File: src/branch_condition.sv
`default_nettype none
package carry_branch_pkg;
	localparam int ADDR_W = 8;
	localparam logic [7:0] OFF_CTRL = 8'h00;
	localparam logic [7:0] OFF_FLAGS = 8'h04;
	localparam logic [7:0] OFF_OPERAND = 8'h08;
	localparam logic [7:0] OFF_BITREG = 8'h0C;
	localparam logic [7:0] OFF_PC = 8'h10;
	localparam logic [7:0] OFF_TARGET = 8'h14;
	localparam logic [7:0] OFF_RET = 8'h18;
	localparam logic [7:0] OFF_STATUS = 8'h1C;
	localparam int CTRL_OP_LO = 0;
	localparam int CTRL_OP_HI = 4;
	localparam int CTRL_IMM_LO = 5;
	localparam int CTRL_IMM_HI = 7;
	localparam int CTRL_FROM_REG = 8;
	localparam int OP_BRANCH_BIT = 4;
	localparam int STATUS_TAKEN = 0;
	localparam int STATUS_REFUSED = 1;
	localparam logic [31:0] PC_RESET = 32'h0000_0000;
	typedef enum logic [4:0] {
		carry_xor_with_bit = 5'h00,
		carry_xor_with_inverted_bit = 5'h01,
		load_bit_into_carry = 5'h02,
		load_inverted_bit_into_carry = 5'h03,
		store_carry_into_bit = 5'h04,
		store_inverted_carry_into_bit = 5'h05,
		unconditional_goto = 5'h06,
		relative_subroutine_call = 5'h07,
		absolute_subroutine_call = 5'h08,
		subroutine_return = 5'h09
	} op_t;
	typedef enum logic [3:0] {
		unconditional_relative_goto = 4'h0,
		relative_never_taken = 4'h1,
		jump_if_higher = 4'h2,
		jump_if_lower_or_same = 4'h3,
		jump_if_carry_clear = 4'h4,
		jump_if_carry_set = 4'h5,
		jump_if_not_equal = 4'h6,
		jump_if_equal = 4'h7,
		jump_if_overflow_clear = 4'h8,
		jump_if_overflow_set = 4'h9,
		jump_if_plus = 4'hA,
		jump_if_minus = 4'hB,
		jump_if_greater_or_equal = 4'hC,
		jump_if_less_than = 4'hD,
		jump_if_greater_than = 4'hE,
		jump_if_less_or_equal = 4'hF
	} cond_t;
	typedef struct packed {
		logic n;
		logic z;
		logic v;
		logic c;
	} flags_t;
endpackage

module branch_condition (
	input wire logic [3:0] cond,
	input wire carry_branch_pkg::flags_t flags,
	output logic cond_true
);
	always_comb begin
		case (carry_branch_pkg::cond_t'(cond))
			carry_branch_pkg::unconditional_relative_goto: cond_true = 1'b1;
			carry_branch_pkg::relative_never_taken: cond_true = 1'b0;
			carry_branch_pkg::jump_if_higher: cond_true = ~(flags.c | flags.z);
			carry_branch_pkg::jump_if_lower_or_same: cond_true = flags.c | flags.z;
			carry_branch_pkg::jump_if_carry_clear: cond_true = ~flags.c;
			carry_branch_pkg::jump_if_carry_set: cond_true = flags.c;
			carry_branch_pkg::jump_if_not_equal: cond_true = ~flags.z;
			carry_branch_pkg::jump_if_equal: cond_true = flags.z;
			carry_branch_pkg::jump_if_overflow_clear: cond_true = ~flags.v;
			carry_branch_pkg::jump_if_overflow_set: cond_true = flags.v;
			carry_branch_pkg::jump_if_plus: cond_true = ~flags.n;
			carry_branch_pkg::jump_if_minus: cond_true = flags.n;
			carry_branch_pkg::jump_if_greater_or_equal: cond_true = ~(flags.n ^ flags.v);
			carry_branch_pkg::jump_if_less_than: cond_true = flags.n ^ flags.v;
			carry_branch_pkg::jump_if_greater_than: cond_true = ~(flags.z | (flags.n ^ flags.v));
			carry_branch_pkg::jump_if_less_or_equal: cond_true = flags.z | (flags.n ^ flags.v);
			default: cond_true = 1'b0;
		endcase
	end
	always_comb begin
		higher_cond_a: assert #0 (cond != 4'h2 || cond_true == ~(flags.c | flags.z))
			else $error("higher condition wrong");
		signed_ge_a: assert #0 (cond != 4'hC || cond_true == (flags.n == flags.v))
			else $error("greater or equal condition wrong");
		signed_le_a: assert #0 (cond != 4'hF || cond_true == (flags.z | (flags.n ^ flags.v)))
			else $error("less or equal condition wrong");
	end
endmodule
`default_nettype wire

File: src/carry_bit_ops_branch_cond.sv
// Design decisions made here: the address map and the APB register port.
`default_nettype none
// What this block does
// - xor with bit: carry becomes carry xor selected operand bit.
// - xor with inverted bit: carry becomes carry xor complement of bit.
// - inverting bit forms take bit number only from the immediate field.
// - load bit: selected operand bit copied into carry.
// - load inverted bit: complement of selected bit copied into carry.
// - store: carry written into selected operand bit, other bits kept.
// - store inverted: complement of carry written into selected bit.
// - conditional branch goes to next plus target offset only when condition true, else next.
// - conditions: always, never, higher, lower-same, carry, zero, overflow, negative.
// - signed conditions from n xor v, and z or (n xor v).
// - non-inverting forms take bit number from immediate or register low bits.
module carry_bit_ops_branch_cond #(
	parameter int INSN_BYTES = 2
) (
	input wire logic pclk,
	input wire logic presetn,
	input wire logic psel,
	input wire logic penable,
	input wire logic pwrite,
	input wire logic [carry_branch_pkg::ADDR_W-1:0] paddr,
	input wire logic [31:0] pwdata,
	output logic [31:0] prdata,
	output logic pready,
	output logic pslverr
);
	if (INSN_BYTES < 1 || INSN_BYTES > 16) begin : g_bad_step
		$error("INSN_BYTES out of range");
	end

	carry_branch_pkg::flags_t flags;
	logic [7:0] operand;
	logic [2:0] bitreg;
	logic [31:0] pc;
	logic [31:0] target;
	logic [31:0] ret_addr;
	logic taken;
	logic refused_flag;

	logic mapped;
	logic wr;
	logic exec;
	logic exec_ok;
	logic is_branch;
	carry_branch_pkg::op_t op;
	logic [2:0] bit_sel;
	logic bitv;
	logic from_reg;
	logic inv_form;
	logic known_op;
	logic refused;
	logic cond_true;
	logic [7:0] bit_mask;
	logic [31:0] step;
	logic [31:0] next_pc;
	logic [31:0] rel_target;
	logic [31:0] read_word;

	assign step = 32'(INSN_BYTES);
	assign next_pc = pc + step;
	assign rel_target = pc + step + target;
	assign pready = 1'b1;
	always_comb begin
		case (paddr)
			carry_branch_pkg::OFF_CTRL, carry_branch_pkg::OFF_FLAGS, carry_branch_pkg::OFF_OPERAND,
			carry_branch_pkg::OFF_BITREG, carry_branch_pkg::OFF_PC, carry_branch_pkg::OFF_TARGET,
			carry_branch_pkg::OFF_RET, carry_branch_pkg::OFF_STATUS: mapped = 1'b1;
			default: mapped = 1'b0;
		endcase
	end
	assign pslverr = psel & penable & ~mapped;
	assign wr = psel & penable & pwrite & mapped;
	assign exec = wr && paddr == carry_branch_pkg::OFF_CTRL;

	assign op = carry_branch_pkg::op_t'(pwdata[carry_branch_pkg::CTRL_OP_HI:carry_branch_pkg::CTRL_OP_LO]);
	assign is_branch = pwdata[carry_branch_pkg::OP_BRANCH_BIT];
	assign from_reg = pwdata[carry_branch_pkg::CTRL_FROM_REG];
	assign bit_sel = from_reg ? bitreg : pwdata[carry_branch_pkg::CTRL_IMM_HI:carry_branch_pkg::CTRL_IMM_LO];
	assign bitv = operand[bit_sel];
	assign bit_mask = 8'h01 << bit_sel;
	assign inv_form = !is_branch && (op == carry_branch_pkg::carry_xor_with_inverted_bit
		|| op == carry_branch_pkg::load_inverted_bit_into_carry || op == carry_branch_pkg::store_inverted_carry_into_bit);
	assign known_op = is_branch || op <= carry_branch_pkg::subroutine_return;
	assign refused = (inv_form && from_reg) || !known_op;
	assign exec_ok = exec && !refused;

	branch_condition u_cond (
		.cond(pwdata[3:0]),
		.flags(flags),
		.cond_true(cond_true)
	);

	// carry and the other flags
	always_ff @(posedge pclk or negedge presetn) begin
		if (!presetn) begin
			flags <= '0;
		end else if (exec_ok && !is_branch) begin
			case (op)
				carry_branch_pkg::carry_xor_with_bit: flags.c <= flags.c ^ bitv;
				carry_branch_pkg::carry_xor_with_inverted_bit: flags.c <= flags.c ^ ~bitv;
				carry_branch_pkg::load_bit_into_carry: flags.c <= bitv;
				carry_branch_pkg::load_inverted_bit_into_carry: flags.c <= ~bitv;
				default: flags.c <= flags.c;
			endcase
		end else if (wr && paddr == carry_branch_pkg::OFF_FLAGS) begin
			flags <= pwdata[3:0];
		end
	end

	// byte operand, target of the stores
	always_ff @(posedge pclk or negedge presetn) begin
		if (!presetn) begin
			operand <= 8'h00;
		end else if (exec_ok && !is_branch && op == carry_branch_pkg::store_carry_into_bit) begin
			operand <= (operand & ~bit_mask) | ({8{flags.c}} & bit_mask);
		end else if (exec_ok && !is_branch && op == carry_branch_pkg::store_inverted_carry_into_bit) begin
			operand <= (operand & ~bit_mask) | ({8{~flags.c}} & bit_mask);
		end else if (wr && paddr == carry_branch_pkg::OFF_OPERAND) begin
			operand <= pwdata[7:0];
		end
	end

	always_ff @(posedge pclk or negedge presetn) begin
		if (!presetn) begin
			bitreg <= 3'h0;
			target <= 32'h0000_0000;
		end else if (wr && paddr == carry_branch_pkg::OFF_BITREG) begin
			bitreg <= pwdata[2:0];
		end else if (wr && paddr == carry_branch_pkg::OFF_TARGET) begin
			target <= pwdata;
		end
	end

	// program counter
	always_ff @(posedge pclk or negedge presetn) begin
		if (!presetn) begin
			pc <= carry_branch_pkg::PC_RESET;
		end else if (exec_ok && is_branch) begin
			pc <= cond_true ? rel_target : next_pc;
		end else if (exec_ok) begin
			case (op)
				carry_branch_pkg::unconditional_goto: pc <= target;
				carry_branch_pkg::relative_subroutine_call: pc <= rel_target;
				carry_branch_pkg::absolute_subroutine_call: pc <= target;
				carry_branch_pkg::subroutine_return: pc <= ret_addr;
				default: pc <= next_pc;
			endcase
		end else if (wr && paddr == carry_branch_pkg::OFF_PC) begin
			pc <= pwdata;
		end
	end

	// saved return address
	always_ff @(posedge pclk or negedge presetn) begin
		if (!presetn) begin
			ret_addr <= 32'h0000_0000;
		end else if (exec_ok && !is_branch && (op == carry_branch_pkg::relative_subroutine_call
			|| op == carry_branch_pkg::absolute_subroutine_call)) begin
			ret_addr <= next_pc;
		end else if (wr && paddr == carry_branch_pkg::OFF_RET) begin
			ret_addr <= pwdata;
		end
	end

	always_ff @(posedge pclk or negedge presetn) begin
		if (!presetn) begin
			taken <= 1'b0;
			refused_flag <= 1'b0;
		end else if (exec) begin
			taken <= exec_ok && (is_branch ? cond_true : op >= carry_branch_pkg::unconditional_goto);
			refused_flag <= refused;
		end
	end

	always_comb begin
		case (paddr)
			carry_branch_pkg::OFF_FLAGS: read_word = {28'h000_0000, flags};
			carry_branch_pkg::OFF_OPERAND: read_word = {24'h00_0000, operand};
			carry_branch_pkg::OFF_BITREG: read_word = {29'h0000_0000, bitreg};
			carry_branch_pkg::OFF_PC: read_word = pc;
			carry_branch_pkg::OFF_TARGET: read_word = target;
			carry_branch_pkg::OFF_RET: read_word = ret_addr;
			carry_branch_pkg::OFF_STATUS: read_word = {30'h0000_0000, refused_flag, taken};
			default: read_word = 32'h0000_0000;
		endcase
	end

	// read data sampled in the setup cycle
	always_ff @(posedge pclk or negedge presetn) begin
		if (!presetn) begin
			prdata <= 32'h0000_0000;
		end else if (psel && !penable && !pwrite) begin
			prdata <= read_word;
		end
	end
endmodule
`default_nettype wire

File: config.mk
export PLATFORM = sky130hd
export DESIGN_NAME = carry_bit_ops_branch_cond
export DESIGN_NICKNAME = d
export VERILOG_FILES = /design/src/branch_condition.sv /design/src/carry_bit_ops_branch_cond.sv
export SDC_FILE = /design/constraint.sdc
export NUM_CORES = 1
export LEC_CHECK = 0
export BUFFER_PORTS_ARGS = -buffer_cell sky130_fd_sc_hd__buf_2
export CELL_PAD_IN_SITES_DETAIL_PLACEMENT = 1
export CELL_PAD_IN_SITES_GLOBAL_PLACEMENT = 1
export CORE_MARGIN = 8
export CORE_UTILIZATION = 25
export CTS_CLUSTER_DIAMETER = 100
export CTS_CLUSTER_SIZE = 10
export DETAILED_ROUTE_END_ITERATION = 10
export PLACE_DENSITY = 0.57
export SYNTH_ARGS = -nofsm -noshare
export SYNTH_HDL_FRONTEND = slang
export SYNTH_HIERARCHICAL = 1
export SYNTH_SLANG_ARGS = --single-unit
File: constraint.sdc
create_clock -name pclk -period 4.1 [get_ports pclk]
set_input_delay 1.23 -clock pclk [delete_from_list [all_inputs] [get_ports pclk]]
set_output_delay 1.23 -clock pclk [all_outputs]
set_load 0.05 [all_outputs]
==> impl_metrics.tcl, run 1 <==
set metrics [dict create \
    timing.final.crit_share_pct 95.1 \
    hp-class "flip-flop to flip-flop" \
    final_cell_mix "dfrtp_1, nor2_1, a21oi_1" \
    nFillCells 4905 \
    critical_path_class "flip-flop to flip-flop" \
    footprint_of_the_multi_input_gates_um2 6600 \
    dr.pass1.iters 5 \
    max_slew.worst_pin.slew_ns 1.10 \
    viasPerCell 5.48 \
    wirelength_um 43700 \
    final_core_util_pct 30.1 \
    async_reset_ff_share_pct 100 \
    antenna_found_initial 2 \
    critical_path.max_fanout 8 \
    worst_clock_skew_ns 0.0125 \
    power.leakage_nw 5.71 \
    synth-edff-count 0 \
    tritoncts "built" \
    setup_viol_count_final 0 \
    post_synth_num_cell_types 83 \
    cp.required_ns 4.45 \
    dominant_cells_by_area_after_synthesis "dfrtp_1, a21oi_1, mux2i_1" \
    endpoint_kind "flip-flop" \
    dpl-instance-area_um2 11900 \
    dp.final_hpwl_um 31800 \
    holdWs_ns 0.470 \
    worstSkewPairLatency_ns 0.46 \
    clock.fmax_mhz 256 \
    start_util_pct 25.4 \
    drt_drc_violations_left 0 \
    place.gp.congestion 0.881 \
    htree_levels 4 \
    top_area_cell_type_share_of_the_netlist_area_pct 34.1 \
    synth_cells 1222 \
    pwr_dens_nw_per_um2 275 \
    iter_0_drt_violations 794 \
    cp.arrival_ns 4.25 \
    layout_cell_area_excl_fill_um2 12600 \
    outcome "finished, final reports clean" \
    post_drt_wl_per_cell_um 23.4 \
    groute.usage.overall_pct 17.7 \
    vias_in_the_first_global_route 10900 \
    clock_path_buffers 2 \
    floorplan.core_area_um2 41900 \
    finalMaxSlewViolations 0 \
    globalRoute.totalOverflow 0 \
    finalWorstSetupSlack_ns 0.199 \
    final_layout_size_suffix_gt1_share_pct 20.3 \
    finalCriticalPeriod_ns 3.90 \
    route.vias.total 10200 \
    floorplan.die.height_um 222 \
    cts.sinks 145 \
    post_drt_antenna_nets 0 \
    critical_path.startpoint_type "flip-flop" \
    boundaryPins 79 \
    cts.hold.buffers_added 0 \
    final_net_count 1402 \
    cts_buffers 17 \
    timing.slew.headroom_pct 26.6 \
    seq_area_frac_synth_pct 34.1 \
    cap_viol_max_count 0 \
    grt_pass1_wl_um 68200 \
    place.port_buffers 77 \
    total_of_flip_flops_plus_latches_after_synthesis 145 \
    die_width_um 222 \
    vdd.ir_drop.worst_mv 0.313 \
    dp_slack_ns 0.116 \
    clkSlewWorstSetupHoldPaths_ns 0.07 \
    most_frequent_standard_cell_in_the_layout_excluding_fill_and_tap_cells "dfrtp_1" \
    regArea_um2 3630 \
    place.detailed.instances 1828 \
    ys.flop_type "dfrtp_1" \
    yosys_warning_count 6 \
    largest_net_degree_at_the_start_of_global_routing 61 \
    timing_hold_violations_final 0 \
    number_of_standard_cell_rows_in_the_floorplan 75 \
    clock-root-buffer "clkbuf_16" \
    synth_nets 1309 \
    netlist_area_um2 10600 \
    instances_no_fill 1868 \
    post_synth.cell_area_avg_um2 8.71 \
    die_area_um2 49400 \
    post-synth-top-area-cell "dfrtp_1" \
    areaGrowthSynthToFinish_pct 18.5 \
]
-- Yosys cell counts, drive strengths merged (12+ instances only) --
cell and instances:
mux2 47, a211oi 18, a22oi 39, a21o 14, mux2i 52, a21oi 109
and2 12, a221o 15, inv 36, nand3 30, nand2 94, o31ai 29
ha 41, nor3 30, o21ai 91, xnor2 24, nor2 116, xor2 25
and3 16, buf 35, clkbuf 40, nand4 22, dfrtp 145
-- power breakdown --
group	leakage (nW)	total (W)	switching [W]	internal (W)
clock	0.270	0.00161	0.000754	0.000852
combinational	3.44	0.000372	0.000246	0.000126
sequential	2.00	0.00149	0.0000373	0.00145
-- flip-flops by register name (all words and copies together) (netlist names), named ones only --
name and flops:
pc 32, taken 1, bitreg 3, target 32, prdata 32, flags 4
ret_addr 32, refused_flag 1
-- repair_timing --
item / CTS / global route
resized for setup: 0 / 15
setup buffers: 0 / 7
setup endpoints to repair: 0 / 4
-- cells by family after synthesis --
| kind of cell | Yosys count | share of synthesized area [%] |
|---|---|---|
| buffers and inverters | 111 | 4.69 |
| other | 1 | 0.0353 |
| XOR/XNOR | 49 | 4.10 |
| AO/OA/AOI/OAI | 400 | 24.6 |
| flip-flops | 145 | 34.1 |
| AND/OR/NAND/NOR | 375 | 17.5 |
| adder cells (fa/ha/maj) | 42 | 5.01 |
| multiplexers | 99 | 9.90 |
-- area by class of cell --
class                           instances  share of cell area, %
Clock inverter                         15                   1.19
Multi-Input combinational cell        966                   52.3
Sequential cell                       145                   28.8
Inverter                               36                   1.07
Timing Repair Buffer                  149                   7.85
Clock buffer                           17                   3.37
Antenna cell                            1                 0.0198
Tap cell                              539                   5.35
-- per-stage QoR --
step | power [W] | TNS (ns)
after floorplan | 0.00171 | 0
after global placement | 0.00188 | 0
after detailed placement | 0.00188 | 0
after CTS | 0.00351 | 0
after global routing | 0.00359 | -0.0516
final | 0.00347 | 0
-- path summary, 6_finish.rpt --
check | slack (ns) | from | end | cells past startpoint
max | 0.20 | pc[7]$_DFFE_PN0P_ | pc[31]$_DFFE_PN0P_ | 16
min reg2reg | 0.47 | prdata[26]$_DFFE_PN0P_ | prdata[26]$_DFFE_PN0P_ | 2
min | 0.47 | prdata[26]$_DFFE_PN0P_ | prdata[26]$_DFFE_PN0P_ | 2
max reg2reg | 0.20 | pc[7]$_DFFE_PN0P_ | pc[31]$_DFFE_PN0P_ | 16
min in group asynchronous | 0.78 | presetn | target[19]$_DFFE_PN0P_ | 1
max in group asynchronous | 2.38 | presetn | asynchronous set/reset pin | 2
-- layer usage --
| layer | GRT usage, % | share of wire, % | wire [µm] |
|---|---|---|---|
| met1 | 24.5 | 49 | 21200 |
| met4 | 6.56 | 2.9 | 1270 |
| met5 | 0 | 0.027 | 12 |
| met2 | 27.6 | 45 | 19500 |
| met3 | 2.50 | 4.0 | 1730 |
-- critical path, cell delays in order, from the launching register on --
cell and delay [ns]:
dfrtp_1 0.42, nand4_1 0.22, buf_4 0.22, nor3_4 0.18, buf_6 0.16, nand2_1 0.10
xnor2_2 0.17, ha_1 0.34, buf_6 0.15, nand4_1 0.23, nor2_2 0.08, a221oi_2 0.31
a311oi_1 0.15, buf_4 0.18, o311a_1 0.35, or3_1 0.31, a31o_1 0.22
(Power assumes the default switching activity.)
==> run 2, diff against run 1 <==
--- a/config.mk
+++ b/config.mk
@@ -5,6 +5,7 @@
 export SDC_FILE = /design/constraint.sdc
 export NUM_CORES = 1
 export LEC_CHECK = 0
+export ABC_AREA = 1
 export BUFFER_PORTS_ARGS = -buffer_cell sky130_fd_sc_hd__buf_2
 export CELL_PAD_IN_SITES_DETAIL_PLACEMENT = 1
 export CELL_PAD_IN_SITES_GLOBAL_PLACEMENT = 1
@@ -13,7 +14,7 @@
 export CTS_CLUSTER_DIAMETER = 100
 export CTS_CLUSTER_SIZE = 10
 export DETAILED_ROUTE_END_ITERATION = 10
-export PLACE_DENSITY = 0.57
+export PLACE_DENSITY = 0.59
 export SYNTH_ARGS = -nofsm -noshare
 export SYNTH_HDL_FRONTEND = slang
 export SYNTH_HIERARCHICAL = 1
==> impl_metrics.tcl, run 2 <==
set metrics [dict create \
    clock.fmax_mhz 271 \
    power.leakage_nw 7.17 \
    grt_use_met1_pct 24.9 \
    clkSlewWorstSetupHoldPaths_ns 0.07 \
    floorplan.core_area_um2 47700 \
    post_cts_buffers 0 \
    pwr_dens_nw_per_um2 233 \
    floorplan.die.height_um 236 \
    critical_path.startpoint_type "flip-flop" \
    dr.pass1.iters 5 \
    netlist_area_um2 12100 \
    dp_slack_ns 0.279 \
    start_util_pct 25.3 \
    post_synth.cell_area_avg_um2 6.21 \
    groute.usage.overall_pct 20.1 \
    busiest_layer "met2" \
    vdd.ir_drop.worst_mv 0.234 \
    critical-path-top-cell-by-count "nor2_1" \
    areaGrowthSynthToFinish_pct 14.7 \
    post_drt_antenna_nets 0 \
    htree_levels 4 \
    worstSkewPairLatency_ns 0.46 \
    die_area_um2 55600 \
    post_drt_wl_per_cell_um 21.4 \
    finalWorstSetupSlack_ns 0.416 \
    timing_hold_violations_final 0 \
    yosys-top-cells-count "nand2_1, inv_1, nor2_1" \
    cts_buffers 17 \
    ys.flop_type "dfrtp_1" \
    cp.arrival_ns 4.07 \
    final_core_util_pct 29.0 \
    largest_net_degree_at_the_start_of_global_routing 75 \
    place.port_buffers 77 \
    grt_pass1_wl_um 86300 \
    final_net_count 2111 \
    most_frequent_standard_cell_in_the_layout_excluding_fill_and_tap_cells "nand2_1" \
    globalRoute.totalOverflow 0 \
    synth_nets 2031 \
    dominant_cells_by_area_after_synthesis "dfrtp_1, nand2_1, inv_1" \
    number_of_standard_cell_rows_in_the_floorplan 80 \
    dp.final_hpwl_um 44900 \
    met2_usage_pct 34.3 \
    total_of_flip_flops_plus_latches_after_synthesis 145 \
    synth-edff-count 0 \
    wirelength_um 56700 \
    yosys_warning_count 6 \
    grt_use_met3_pct 2.84 \
    tritoncts "built" \
    die_width_um 236 \
    place.gp.congestion 0.935 \
    post-synth-top-area-cell "dfrtp_1" \
    crit_chain "ha_1 > inv_1 > nor2_1 > nand2_1 > nor2_1 > nand2_1 > xor2_1 > inv_1 > ha_1 > nand2_1 > nor2_1 > inv_1 > nor2_1 > nand4_1 > nand4_1 > nand2_1 > nor2_1 > nor2_1 > nor2_1" \
    seq_area_frac_synth_pct 30.0 \
    route.vias.total 13400 \
    timing.slew.headroom_pct 49.3 \
    vias_in_the_first_global_route 14100 \
    antenna_found_initial 0 \
    async_reset_ff_share_pct 100 \
    critical_path_class "flip-flop to flip-flop" \
    iter_0_drt_violations 873 \
    final_layout_size_suffix_gt1_share_pct 10.7 \
    hp-class "flip-flop to flip-flop" \
    num_antenna_cells 0 \
    yosys.cell_count.top_type "nand2_1" \
    rsz0062_at_grt "false" \
    drt_drc_violations_left 0 \
    sum_of_negative_setup_slack_ns 0 \
    timing.final.crit_share_pct 89.8 \
    cp.required_ns 4.49 \
    final_cell_mix "nand2_1, inv_1, nor2_1" \
    viasPerCell 5.05 \
    finalCriticalPeriod_ns 3.68 \
    synth_cells 1944 \
    setup_viol_count_final 0 \
    cap_viol_max_count 0 \
    clock-root-buffer "clkbuf_16" \
    nFillCells 6163 \
    endpoint_kind "flip-flop" \
    outcome "finished, final reports clean" \
    boundaryPins 79 \
    top_area_cell_type_share_of_the_netlist_area_pct 30.0 \
    critical_path.slowest_cell "dfrtp_2" \
    critical_path.max_fanout 11 \
    holdWs_ns 0.482 \
    worst_clock_skew_ns 0.0120 \
    cp_slowest_stage_delay_ns 0.52 \
    finalMaxSlewViolations 0 \
    post_synth_num_cell_types 49 \
    cts.sinks 145 \
    clock_path_buffers 2 \
    max_slew.worst_pin.slew_ns 0.761 \
]
## run 2: cell types whose count changed after synthesis, moves of 16 or more
| cell | previous run | this run |
|---|---|---|
| a22oi_1 | 39 | 4 |
| mux2_2 | 46 | 0 |
| o221ai_1 | 9 | 25 |
| nor2_1 | 116 | 212 |
| a211oi_1 | 17 | 0 |
| mux2i_1 | 52 | 0 |
| o31ai_1 | 29 | 3 |
| a21oi_1 | 108 | 72 |
| inv_1 | 36 | 253 |
| nor2_2 | 0 | 18 |
| xnor2_1 | 24 | 3 |
| o21ai_0 | 89 | 121 |
| nand3_1 | 30 | 96 |
| nand2_1 | 92 | 702 |
## run 2: metrics by stage
stage	std cells	total power (W)	cell area [µm²]
6_report	2652	0.00323	13800
5_1_grt	2652	0.00334	13800
4_1_cts	2652	0.00326	13800
3_5_place_dp	2620	0.00169	13300
3_3_place_gp	2620	0.00169	13300
2_1_floorplan	1944	0.00157	12100
## run 2: what timing repair did
action                                  CTS  global route
endpoints found under the setup margin    0             2
gates resized for setup                   0             1
hold buffers                              0             0
hold endpoints to repair                  0             0
## run 2: cell type report
type                    instances  area, µm²  area share [%]
clock inverters                14        131           0.949
multi-input cells            1474       7170            51.8
clock buffers                  18        429            3.10
well taps                     615        769            5.56
inverters                     272       1020            7.39
repair buffers                114        694            5.01
flip-flops and latches        145       3630            26.2
## run 2: logic make-up (layout without fill, tap and decap cells)
| kind of cell | Yosys count | count (layout) | synth area share, % |
|---|---|---|---|
| AOI/OAI and AO/OA | 298 | 298 | 14.8 |
| buffers and inverters | 325 | 418 | 10.6 |
| other | 1 | 1 | 0.0311 |
| adders and majority gates | 42 | 42 | 4.41 |
| DFF | 145 | 145 | 30.0 |
| xor gates and xnor gates | 19 | 19 | 1.38 |
| and+or+nand+nor | 1114 | 1114 | 38.7 |
## run 2: layer usage
| metal | up-vias | wire length [µm] |
|---|---|---|
| li1 | 6354 | - |
| met1 | 6561 | 24800 |
| met2 | 352 | 26900 |
| met3 | 117 | 2180 |
| met4 | 0 | 2840 |
| met5 | - | 0 |
## run 2: power by group
group | internal (W) | switching [W]
Sequential | 0.00143 | 0.00000252
Clock | 0.000806 | 0.000766
Combinational | 0.0000559 | 0.000169
## run 2: final timing paths
path,slack (ns),to,cells past startpoint,from
max,0.42,pc[20]$_DFFE_PN0P_,19,pc[1]$_DFFE_PN0P_
min,0.48,prdata[21]$_DFFE_PN0P_,2,prdata[21]$_DFFE_PN0P_
max reg2reg,0.42,pc[20]$_DFFE_PN0P_,19,pc[1]$_DFFE_PN0P_
min reg2reg,0.48,prdata[21]$_DFFE_PN0P_,2,prdata[21]$_DFFE_PN0P_
max in group asynchronous,2.46,pc[18]$_DFFE_PN0P_,2,presetn
min in group asynchronous,0.83,prdata[28]$_DFFE_PN0P_,1,presetn
## run 2: worst max-delay path: cells and delay by family, from the launching register on
kind,cells,cell delay [ns]
buf+inv,3,0.26
fa+ha+maj,2,0.55
simple gates,13,2.04
xor+xnor,1,0.22
flops,1,0.52
